### config.mk
export PLATFORM = sky130hd
export DESIGN_NAME = switch_config_register_bank
export DESIGN_NICKNAME = d
export VERILOG_FILES = /design/src/include/switch_cfg_pkg.sv /design/src/hdl/switch_config_register_bank.sv /design/src/hdl/checksum_calc.sv /design/src/hdl/sense_mux_decode.sv
export SDC_FILE = /design/constraint.sdc
export NUM_CORES = 1
export LEC_CHECK = 0
export BUFFER_PORTS_ARGS = -buffer_cell sky130_fd_sc_hd__buf_2
export CAP_MARGIN = 20
export CORE_UTILIZATION = 39
export DETAILED_ROUTE_END_ITERATION = 16
export PLACE_DENSITY = 0.65
export SLEW_MARGIN = 20
export SYNTH_ARGS = -nofsm -noshare
export SYNTH_HDL_FRONTEND = slang
export SYNTH_SLANG_ARGS = --single-unit
### constraint.sdc
create_clock -name clk_sys -period 2.1 [get_ports clk_sys]
set_clock_uncertainty 0.15 [all_clocks]
set_input_delay 0.42 -clock clk_sys [delete_from_list [all_inputs] [get_ports clk_sys]]
set_output_delay 0.42 -clock clk_sys [all_outputs]
set_load 0.01 [all_outputs]
### src/include/switch_cfg_pkg.sv
// Purpose: Shared constants and types of the switch configuration register bank.
// Assumes: One command byte per frame, already deframed by the serial front end.
// Notes:   Field positions follow the command and response byte layouts.
package switch_cfg_pkg;

  localparam int NUM_CHANNELS = 6;
  localparam int NUM_INPUTS   = 4;

  // Command byte fields.
  localparam int CMD_WRITE_BIT = 7;
  localparam int BANK_BIT      = 6;
  localparam int ADDR0_MSB     = 5;
  localparam int ADDR0_LSB     = 4;

  localparam logic [1:0] ADDR0_OCR_RCD  = 2'h0;
  localparam logic [1:0] ADDR0_KRC_PCS  = 2'h1;
  localparam logic [1:0] ADDR0_HARDWARE_CONFIGURATION_ICS = 2'h2;
  localparam logic [1:0] ADDR0_DCR      = 2'h3;

  // Read addresses in the low nibble of a read command.
  localparam logic [3:0] RADDR_OUT  = 4'h0;
  localparam logic [3:0] RADDR_RCS  = 4'h8;
  localparam logic [3:0] RADDR_SRC  = 4'h9;
  localparam logic [3:0] RADDR_OCR  = 4'h4;
  localparam logic [3:0] RADDR_RCD  = 4'hC;
  localparam logic [3:0] RADDR_KRC  = 4'h5;
  localparam logic [3:0] RADDR_PCS  = 4'hD;
  localparam logic [3:0] RADDR_HARDWARE_CONFIGURATION = 4'h6;
  localparam logic [3:0] RADDR_ICS  = 4'hE;
  localparam logic [2:0] RADDR_DCR  = 3'h7;

  // Bit positions inside the data nibble.
  localparam int SLEW_SET_BIT   = 0;
  localparam int SEL_CLEAR_BIT  = 1;
  localparam int PARALLEL_BIT   = 3;
  localparam int ALL_CLEAR_BIT  = 0;
  localparam int SOFT_RESET_BIT = 1;
  localparam int COMBINE_BIT    = 2;
  localparam int SWITCH_BIT     = 3;

  // Response headers: two bits for bank zero, a nibble for the others.
  localparam logic [1:0] HDR_BANK0 = 2'h2;
  localparam logic [3:0] HDR_OCR   = 4'hC;
  localparam logic [3:0] HDR_KRC   = 4'hD;
  localparam logic [3:0] HDR_HARDWARE_CONFIGURATION  = 4'hE;
  localparam logic [3:0] HDR_DCR   = 4'hF;
  localparam logic [7:0] RESP_NONE = 8'h00;

  localparam logic [2:0] MUX_SLEEP = 3'h7;
  localparam logic [2:0] MUX_LAST  = 3'h5;

  // Column parity of the checksum matrix: 1 marks an odd-parity column.
  localparam logic [3:0] CSUM_ODD_COLS = 4'h5;

  typedef struct packed {
    logic [5:0] outBits;
    logic [3:1] ocrBits;
    logic [3:1] rcdBits;
    logic [3:1] krcBits;
    logic       parallelPair;
    logic       combineAnd;
    logic [5:0] slewBits;
    logic       bankSwitch;
    logic [2:0] muxSel;
  } cfg_t;

  localparam cfg_t CFG_RESET = '{outBits: 6'h00, ocrBits: 3'h0, rcdBits: 3'h0,
                                 krcBits: 3'h0, parallelPair: 1'b0, combineAnd: 1'b0,
                                 slewBits: 6'h00, bankSwitch: 1'b0, muxSel: MUX_SLEEP};

  typedef struct packed {
    logic [5:0] route;
    logic       highZ;
    logic       sleep;
  } sense_t;

endpackage : switch_cfg_pkg

### src/hdl/switch_config_register_bank.sv
// Purpose: Configuration register bank of a six-channel protected high-side switch.
// Assumes: frameValid pulses once per completed command byte from the serial front end.
// Notes:   Write-only clear and reset bits leave one-cycle pulses and are never stored.
// Operation
// - Write frame bit 6 picks bank zero (output/restart status) or bank one.
// - Output control bits 5:0 reset off, set turns the channel on.
// - Read-only 3-bit restart count of the multiplexer-selected channel, reset zero.
// - Read-only slew-rate bits per channel; zero normal, one adjusted.
// - Overcurrent bits 3:1 pick high threshold at zero, low at one.
// - Restart strategy bits 3:1 pick auto restart at zero, latch at one.
// - Sense range bits 3:1 pick high ratio range at zero, low at one.
// - Write-only bit 0 sets slew rate of multiplexer-selected channel.
// - Writing one to bit 1 clears selected channel counter and latch.
// - Parallel bit 3 makes outputs 1 and 2 a parallel pair.
// - Writing one to clear bit 0 clears every channel counter and latch.
// - Hardware configuration bit 1 reads one while multiplexer holds sleep code.
// - Combine bit 2 picks OR at zero and AND at one for inputs.
// - Limp-home high forces OR combination regardless of the combine bit.
// - Master writes a four-bit checksum; device takes it for comparison.
// - Input/checksum read shows input pin levels in bits 3:0.
// - Selected output off leaves sense pin high-impedance; code 111 means sleep.
// - Output on routes channel 0-5 sense for codes 000-101 only.
// - Bank switch bit 3 chooses which bank-one registers accept writes.
// - Bank switch changes on writes only; reads ignore it and take command bit 3 as address.
// - Checksum compared once; fail flag clears on next diagnosis readout.
`timescale 1ns/10ps
module switch_config_register_bank (
  input  logic                   clk_sys,
  input  logic                   rst_n,
  input  logic                   frameValid,
  input  logic [7:0]             frameData,
  input  logic                   stdDiagRead,
  input  logic [3:0]             inputPin,
  input  logic                   limpHome,
  input  logic [17:0]            restartCounts,
  output logic [7:0]             respData,
  output logic                   respValid,
  output logic [5:0]             channelDrive,
  output logic [5:0]             faultClear,
  output logic                   softReset,
  output logic                   checksumFail,
  output switch_cfg_pkg::cfg_t   cfgOut,
  output switch_cfg_pkg::sense_t senseOut
);

  typedef enum logic [2:0] {
    CS_IDLE    = 3'b001,
    CS_COMPARE = 3'b010,
    CS_HOLD    = 3'b100
  } csum_state_t;

  switch_cfg_pkg::cfg_t   cfg;
  switch_cfg_pkg::cfg_t   next_cfg;
  switch_cfg_pkg::sense_t senseDec;
  csum_state_t            csumState;
  logic [3:0]             checksumIn;
  logic [3:0]             expected;
  logic [2:0]             restartStatus;
  logic [5:0]             driveNow;
  logic [7:0]             next_resp;
  logic                   isWrite;
  logic                   isRead;
  logic                   limpPrev;
  logic [3:0]             dataNib;
  logic [1:0]             addr0;
  logic                   bankOne;
  logic                   wrOcr;
  logic                   wrRcd;
  logic                   wrKrc;
  logic                   wrPcs;
  logic                   wrHwcr;
  logic                   wrIcs;
  logic                   wrDcr;
  logic                   wrOut;
  logic                   resetCmd;

  // Picks the bank-one register pair member that the switch bit enables.
  function automatic logic bankHit(input logic [1:0] a0, input logic [1:0] want,
                                   input logic swr, input logic wantSwr);
    bankHit = (a0 == want) && (swr == wantSwr);
  endfunction : bankHit

  // Pads a three-bit per-channel field into a response nibble with bit 0 clear.
  function automatic logic [7:0] fieldResp(input logic [3:0] hdr, input logic [3:1] f);
    fieldResp = {hdr, f, 1'b0};
  endfunction : fieldResp

  always_comb begin
    isWrite  = frameValid && frameData[switch_cfg_pkg::CMD_WRITE_BIT];
    isRead   = frameValid && !frameData[switch_cfg_pkg::CMD_WRITE_BIT];
    dataNib  = frameData[3:0];
    addr0    = frameData[switch_cfg_pkg::ADDR0_MSB:switch_cfg_pkg::ADDR0_LSB];
    bankOne  = frameData[switch_cfg_pkg::BANK_BIT];
    wrOut    = isWrite && !bankOne;
    // The switch bit only gates writes; it is never altered by a read.
    wrOcr  = isWrite && bankOne && bankHit(addr0, switch_cfg_pkg::ADDR0_OCR_RCD,
                                           cfg.bankSwitch, 1'b0);
    wrRcd  = isWrite && bankOne && bankHit(addr0, switch_cfg_pkg::ADDR0_OCR_RCD,
                                           cfg.bankSwitch, 1'b1);
    wrKrc  = isWrite && bankOne && bankHit(addr0, switch_cfg_pkg::ADDR0_KRC_PCS,
                                           cfg.bankSwitch, 1'b0);
    wrPcs  = isWrite && bankOne && bankHit(addr0, switch_cfg_pkg::ADDR0_KRC_PCS,
                                           cfg.bankSwitch, 1'b1);
    wrHwcr = isWrite && bankOne && bankHit(addr0, switch_cfg_pkg::ADDR0_HARDWARE_CONFIGURATION_ICS,
                                           cfg.bankSwitch, 1'b0);
    wrIcs  = isWrite && bankOne && bankHit(addr0, switch_cfg_pkg::ADDR0_HARDWARE_CONFIGURATION_ICS,
                                           cfg.bankSwitch, 1'b1);
    wrDcr  = isWrite && bankOne && (addr0 == switch_cfg_pkg::ADDR0_DCR);
    resetCmd = wrHwcr && dataNib[switch_cfg_pkg::SOFT_RESET_BIT];
  end

  // Configuration update. A reset command returns the bank to its defaults.
  always_comb begin
    next_cfg = cfg;
    if (resetCmd) begin
      next_cfg = switch_cfg_pkg::CFG_RESET;
    end else begin
      if (wrOut) begin
        next_cfg.outBits = frameData[5:0];
      end
      if (wrOcr) begin
        next_cfg.ocrBits = dataNib[3:1];
      end
      if (wrRcd) begin
        next_cfg.rcdBits = dataNib[3:1];
      end
      if (wrKrc) begin
        next_cfg.krcBits = dataNib[3:1];
      end
      if (wrPcs) begin
        next_cfg.parallelPair = dataNib[switch_cfg_pkg::PARALLEL_BIT];
        if (cfg.muxSel <= switch_cfg_pkg::MUX_LAST) begin
          next_cfg.slewBits[cfg.muxSel] = dataNib[switch_cfg_pkg::SLEW_SET_BIT];
        end
      end
      if (wrHwcr) begin
        next_cfg.combineAnd = dataNib[switch_cfg_pkg::COMBINE_BIT];
      end
      if (wrDcr) begin
        next_cfg.bankSwitch = dataNib[switch_cfg_pkg::SWITCH_BIT];
        next_cfg.muxSel     = dataNib[2:0];
      end
    end
  end

  always_ff @(posedge clk_sys) begin
    if (!rst_n) begin
      cfg <= switch_cfg_pkg::CFG_RESET;
    end else begin
      cfg <= next_cfg;
    end
  end

  always_ff @(posedge clk_sys) begin
    if (!rst_n) begin
      cfgOut <= switch_cfg_pkg::CFG_RESET;
    end else begin
      cfgOut <= next_cfg;
    end
  end

  // Fault-clear and reset commands leave single pulses and nothing stored.
  always_ff @(posedge clk_sys) begin
    if (!rst_n) begin
      faultClear <= 6'h00;
      softReset  <= 1'b0;
    end else begin
      faultClear <= 6'h00;
      softReset  <= resetCmd;
      if (wrHwcr && dataNib[switch_cfg_pkg::ALL_CLEAR_BIT]) begin
        faultClear <= 6'h3F;
      end else if (wrPcs && dataNib[switch_cfg_pkg::SEL_CLEAR_BIT]
                   && cfg.muxSel <= switch_cfg_pkg::MUX_LAST) begin
        faultClear[cfg.muxSel] <= 1'b1;
      end
    end
  end

  // Effective channel drive from output bits and input pins.
  always_comb begin
    driveNow = cfg.outBits;
    for (int i = 0; i < switch_cfg_pkg::NUM_INPUTS; i++) begin
      if (cfg.combineAnd && !limpHome) begin
        driveNow[i] = cfg.outBits[i] & inputPin[i];
      end else begin
        driveNow[i] = cfg.outBits[i] | inputPin[i];
      end
    end
    // The paired output follows its leader so the two halves never fight.
    if (cfg.parallelPair) begin
      driveNow[2] = driveNow[1];
    end
    if (cfg.muxSel == switch_cfg_pkg::MUX_SLEEP) begin
      driveNow = 6'h00;
    end
  end

  always_ff @(posedge clk_sys) begin
    if (!rst_n) begin
      channelDrive <= 6'h00;
    end else begin
      channelDrive <= driveNow;
    end
  end

  sense_mux_decode u_sense (
    .muxSel    (cfg.muxSel),
    .channelOn (channelDrive),
    .sense     (senseDec)
  );

  always_ff @(posedge clk_sys) begin
    if (!rst_n) begin
      senseOut <= '{route: 6'h00, highZ: 1'b1, sleep: 1'b1};
    end else begin
      senseOut <= senseDec;
    end
  end

  // Restart count of the multiplexer-selected channel, sampled every cycle.
  always_ff @(posedge clk_sys) begin
    if (!rst_n) begin
      restartStatus <= 3'h0;
    end else if (cfg.muxSel <= switch_cfg_pkg::MUX_LAST) begin
      restartStatus <= restartCounts[cfg.muxSel*3 +: 3];
    end else begin
      restartStatus <= 3'h0;
    end
  end

  // Read response formatting.
  always_comb begin
    next_resp = switch_cfg_pkg::RESP_NONE;
    if (frameData[2:0] == switch_cfg_pkg::RADDR_DCR) begin
      next_resp = {switch_cfg_pkg::HDR_DCR, cfg.bankSwitch, cfg.muxSel};
    end else begin
      unique case (frameData[3:0])
        switch_cfg_pkg::RADDR_OUT:
          next_resp = {switch_cfg_pkg::HDR_BANK0, cfg.outBits};
        switch_cfg_pkg::RADDR_RCS:
          next_resp = {switch_cfg_pkg::HDR_BANK0, 3'h0, restartStatus};
        switch_cfg_pkg::RADDR_SRC:
          next_resp = {switch_cfg_pkg::HDR_BANK0, cfg.slewBits};
        switch_cfg_pkg::RADDR_OCR:
          next_resp = fieldResp(switch_cfg_pkg::HDR_OCR, cfg.ocrBits);
        switch_cfg_pkg::RADDR_RCD:
          next_resp = fieldResp(switch_cfg_pkg::HDR_OCR, cfg.rcdBits);
        switch_cfg_pkg::RADDR_KRC:
          next_resp = fieldResp(switch_cfg_pkg::HDR_KRC, cfg.krcBits);
        switch_cfg_pkg::RADDR_PCS:
          next_resp = {switch_cfg_pkg::HDR_KRC, cfg.parallelPair, 3'h0};
        switch_cfg_pkg::RADDR_HARDWARE_CONFIGURATION:
          next_resp = {switch_cfg_pkg::HDR_HARDWARE_CONFIGURATION, 1'b0, cfg.combineAnd,
                       cfg.muxSel == switch_cfg_pkg::MUX_SLEEP, 1'b0};
        switch_cfg_pkg::RADDR_ICS:
          next_resp = {switch_cfg_pkg::HDR_HARDWARE_CONFIGURATION, inputPin};
        default:
          next_resp = switch_cfg_pkg::RESP_NONE;
      endcase
    end
  end

  always_ff @(posedge clk_sys) begin
    if (!rst_n) begin
      respData  <= switch_cfg_pkg::RESP_NONE;
      respValid <= 1'b0;
    end else begin
      respValid <= isRead;
      if (isRead) begin
        respData <= next_resp;
      end
    end
  end

  checksum_calc u_csum (
    .cfg      (cfg),
    .expected (expected)
  );

  always_ff @(posedge clk_sys) begin
    if (!rst_n) begin
      limpPrev <= 1'b0;
    end else begin
      limpPrev <= limpHome;
    end
  end

  // Checksum compare: one compare after each written checksum.
  always_ff @(posedge clk_sys) begin
    if (!rst_n) begin
      checksumIn <= 4'h0;
      csumState  <= CS_IDLE;
    end else begin
      unique case (csumState)
        CS_IDLE: begin
          if (wrIcs) begin
            checksumIn <= dataNib;
            csumState  <= CS_COMPARE;
          end
        end
        CS_COMPARE: begin
          csumState <= CS_HOLD;
        end
        CS_HOLD: begin
          if (wrIcs) begin
            checksumIn <= dataNib;
            csumState  <= CS_COMPARE;
          end
        end
      endcase
    end
  end

  // The compare result wins over a readout in the same cycle so a readout never loses it.
  // Entering limp-home discards a pending result, since it would be stale.
  always_ff @(posedge clk_sys) begin
    if (!rst_n) begin
      checksumFail <= 1'b0;
    end else if (csumState == CS_COMPARE && !(limpHome && !limpPrev)) begin
      checksumFail <= (checksumIn != expected);
    end else if (stdDiagRead || (limpHome && !limpPrev)) begin
      checksumFail <= 1'b0;
    end
  end

endmodule : switch_config_register_bank

### src/hdl/checksum_calc.sv
// Purpose: Column parity over the protected configuration bits.
// Assumes: Configuration arrives as the shared packed struct.
// Notes:   Purely combinational; the caller registers the compare result.
`timescale 1ns/10ps
module checksum_calc (
  input  switch_cfg_pkg::cfg_t cfg,
  output logic [3:0]           expected
);
  logic [3:0] cols;

  always_comb begin
    cols[3] = cfg.ocrBits[3] ^ cfg.rcdBits[3] ^ cfg.krcBits[3] ^ cfg.slewBits[3];
    cols[2] = cfg.ocrBits[2] ^ cfg.rcdBits[2] ^ cfg.krcBits[2] ^ cfg.slewBits[2]
              ^ cfg.combineAnd;
    cols[1] = cfg.ocrBits[1] ^ cfg.rcdBits[1] ^ cfg.krcBits[1] ^ cfg.slewBits[1]
              ^ cfg.parallelPair;
    cols[0] = cfg.slewBits[5] ^ cfg.slewBits[4] ^ cfg.slewBits[0];
    expected = cols ^ switch_cfg_pkg::CSUM_ODD_COLS;
  end
endmodule : checksum_calc

### src/hdl/sense_mux_decode.sv
// Purpose: Decode the sense multiplexer code against the selected channel state.
// Assumes: channelOn holds the effective on state of each channel.
// Notes:   Codes above the last channel never route a sense current.
`timescale 1ns/10ps
module sense_mux_decode (
  input  logic [2:0]             muxSel,
  input  logic [5:0]             channelOn,
  output switch_cfg_pkg::sense_t sense
);
  always_comb begin
    sense.route = 6'h00;
    sense.sleep = (muxSel == switch_cfg_pkg::MUX_SLEEP);
    if (muxSel <= switch_cfg_pkg::MUX_LAST && channelOn[muxSel]) begin
      sense.route[muxSel] = 1'b1;
    end
    sense.highZ = (sense.route == 6'h00);
  end
endmodule : sense_mux_decode

==> impl_metrics.env <==
export IMPL_status="completed"
export IMPL_grt_use_met2_pct=35.23
export IMPL_peakVddDrop_v=0.0003003
export IMPL_track_usage_pct=22.06
export IMPL_finalNonFillerCells=570
export IMPL_slew_viol_final=0
export IMPL_areaGrowthSynthToFinish_pct=25.91
export IMPL_final_cell_mix="buf_2, dfxtp_1, nor2_1, mux2i_1, nand2_1"
export IMPL_drc=0
export IMPL_multi_input_area_sq_um=1753
export IMPL_cp_slowest_cell="dfxtp_1"
export IMPL_worstMarginPinSlew_ns=0.5013
export IMPL_cts_hold_fix_buffers=0
export IMPL_dp_hpwl_mm=7.080
export IMPL_fmax_ghz=0.5082
export IMPL_antenna_found_initial=0
export IMPL_fin_tns_setup_ns=0
export IMPL_antenna_left=0
export IMPL_crit_buf_inv=0
export IMPL_dr_total_vias=3030
export IMPL_grt_pass1_vias=2841
export IMPL_hold_class="input port to flip-flop"
export IMPL_fp_coreArea_sq_um=8175
export IMPL_clk_path_buf_depth=2
export IMPL_seqCellArea_sq_um=1383
export IMPL_clock_root_buffer="clkbuf_8"
export IMPL_setup_viol=0
export IMPL_post_cts_buffers=0
export IMPL_grt_max_degree=26
export IMPL_worstPathArrival_ns=2.06
export IMPL_top_usage_layer="met2"
export IMPL_dieHeight_um=93.49
export IMPL_relSlewSlack_pct=66.58
export IMPL_synth_avg_cell_area_sq_um=8.993
export IMPL_clock_sinks=69
export IMPL_drtIter0Drc=181
export IMPL_hold_viol=0
export IMPL_drive_above_1_share_pct=30.32
export IMPL_nets=495
export IMPL_synth_area_leader_cell="dfxtp_1"
export IMPL_cts_resized_gates=0
export IMPL_syn_inst=363
export IMPL_path_clk_slew_ns=0.08
export IMPL_fillers=789
export IMPL_h_tree_depth=3
export IMPL_synth_area_leaders="dfxtp_1, mux2i_1, nor2_1, xnor2_1, o21ai_0"
export IMPL_max_cap_violations=0
export IMPL_grtUsageMet3_pct=4.797
export IMPL_crit_type="flip-flop to flip-flop"
export IMPL_p_per_area_nw_per_um2=664.4
export IMPL_grt_pass1_wl_mm=14.56
export IMPL_clk_latency_ns=0.34
export IMPL_critPathRequiredTime_ns=2.19
export IMPL_syn_nets=398
export IMPL_wl_per_cell_um=16.56
export IMPL_numCtsBuffers=9
export IMPL_viasPerCell=5.316
export IMPL_grtUsageMet1_pct=28.34
export IMPL_dr_pass1_iters=5
export IMPL_n_antenna_cell=0
export IMPL_die_area_sq_um=8740
export IMPL_period_share_pct=93.69
export IMPL_start_kind="flip-flop"
export IMPL_path_cells="or3b_4, o22a_1, and2_1, a2111oi_4"
export IMPL_leakagePower_nw=1.800
export IMPL_fin_crit_ns=1.968
export IMPL_crit_family="simple AND/OR/NAND/NOR gates"
export IMPL_place_inst=554
export IMPL_place_congestion=0.8909
export IMPL_synth_seq_area_share_pct=42.32
export IMPL_cts_tree="yes"
export IMPL_yosysWarnings=0
export IMPL_layout_commonest_cell="buf_2"
export IMPL_io_pins=93
export IMPL_crit_path_end_kind="flip-flop"
export IMPL_fp_dieW_um=93.49
export IMPL_rsz0062_at_grt="false"
export IMPL_num_rows=33
export IMPL_synth_edf_count=0
export IMPL_grt_overflow_total=0
export IMPL_synth_async_sr_flop_share_pct=0
export IMPL_port_buffers=92
export IMPL_totalWireLength_mm=9.440
export IMPL_synth_ff_type="dfxtp_1"
export IMPL_start_util_pct=39.93
export IMPL_ys_types=56
export IMPL_worst_path_max_fanout=8
export IMPL_synth_seq_cells=69
export IMPL_crit_path_max_incr_delay_ns=0.48
export IMPL_syn_area_sq_um=3264
export IMPL_yosysTopAreaCellShare_pct=42.32
[final timing paths]
path	end	from	cells past startpoint	slack (ns)
setup / recovery	senseOut[2]	cfgOut[1]	4	0.13
hold / removal	limpPrev	limpHome	3	0.18
setup reg to reg	senseOut[2]	cfgOut[1]	4	0.13
hold reg to reg	channelDrive[4]	cfgOut[25]	2	0.35
[flip-flops by register name (all words and copies together), names as in the netlist]
| signal | flops |
|---|---|
| cfgOut | 27 |
| respData | 8 |
| senseOut | 8 |
| channelDrive | 6 |
| faultClear | 6 |
| checksumIn | 4 |
| csumState | 3 |
| restartStatus | 3 |
| checksumFail | 1 |
| limpPrev | 1 |
| respValid | 1 |
| softReset | 1 |
[logic make-up (layout without fill, tap and decap cells)]
family,after synthesis,count (layout),share of synthesized area [%]
buffers and inverters,32,134,3.986
XOR/XNOR,17,17,4.983
AND/OR/NAND/NOR,138,138,22.12
adder cells (fa/ha/maj),1,1,0.3066
multiplexers,37,37,11.81
flip-flops,69,69,42.31
AO/OA/AOI/OAI,69,69,14.49
[through the flow]
step | worst slack [ns] | hold slack, ns | utilization, % | instance area (sq um) | power (mW)
final | 0.1324 | 0.1815 | 50.28 | 4110 | 2.731
after global routing | 0.06304 | 0.1925 | 50.28 | 4110 | 2.824
after CTS | 0.1231 | 0.1743 | 50.26 | 4109 | 2.749
after detailed placement | 0.1355 | 0.3306 | 47.69 | 3899 | 1.633
after global placement | 0.1404 | 0.3159 | 47.69 | 3899 | 1.631
after floorplan | 0.3396 | 0.3307 | - | 3264 | 1.519
[area by class of cell]
cell class / instances / share of cell area [%]
Multi-Input combinational cell: 262 / 42.65
Sequential cell: 69 / 33.64
Timing Repair Buffer: 112 / 14.86
Clock buffer: 11 / 3.683
Tap cell: 105 / 3.196
Clock inverter: 5 / 1.431
Inverter: 6 / 0.5479
[synth_stat cells, types with 2 or more instances]
library cell / number
dfxtp_1: 69
nor2_1: 50
mux2i_1: 34
nand2_1: 23
o21ai_0: 22
clkbuf_1: 18
xnor2_1: 14
a21oi_1: 11
nor3_1: 10
nand3_1: 9
buf_2: 8
a31oi_1: 6
and2_1: 6
inv_1: 6
nand2b_1: 5
nor2b_1: 5
and3_1: 4
a211oi_1: 3
a221oi_1: 3
a22o_1: 3
a22oi_1: 3
and4b_1: 3
nor3b_1: 3
a21o_1: 2
a2bb2oi_1: 2
and3b_1: 2
mux2_2: 2
nand3b_1: 2
nor4_1: 2
nor4bb_1: 2
o21a_1: 2
o22a_1: 2
or3_1: 2
or3b_2: 2
xor2_1: 2
[routing by layer]
metal / vias to the layer above / wire [um]
met3: 14 / 674
met1: 1416 / 4161
met5: - / 0
met4: 0 / 165
met2: 119 / 4439
li1: 1481 / -
[power breakdown]
part / total, mW / internal, mW / switching, mW
combinational: 0.256 / 0.105 / 0.150
clock: 1.12 / 0.613 / 0.512
sequential: 1.35 / 1.33 / 0.0189
[tightest hold or removal path, cell delays in order]
cell and delay, ns:
buf_2 0.08, inv_1 0.04, nor2_1 0.09
Power figures use the tool's default switching activity.
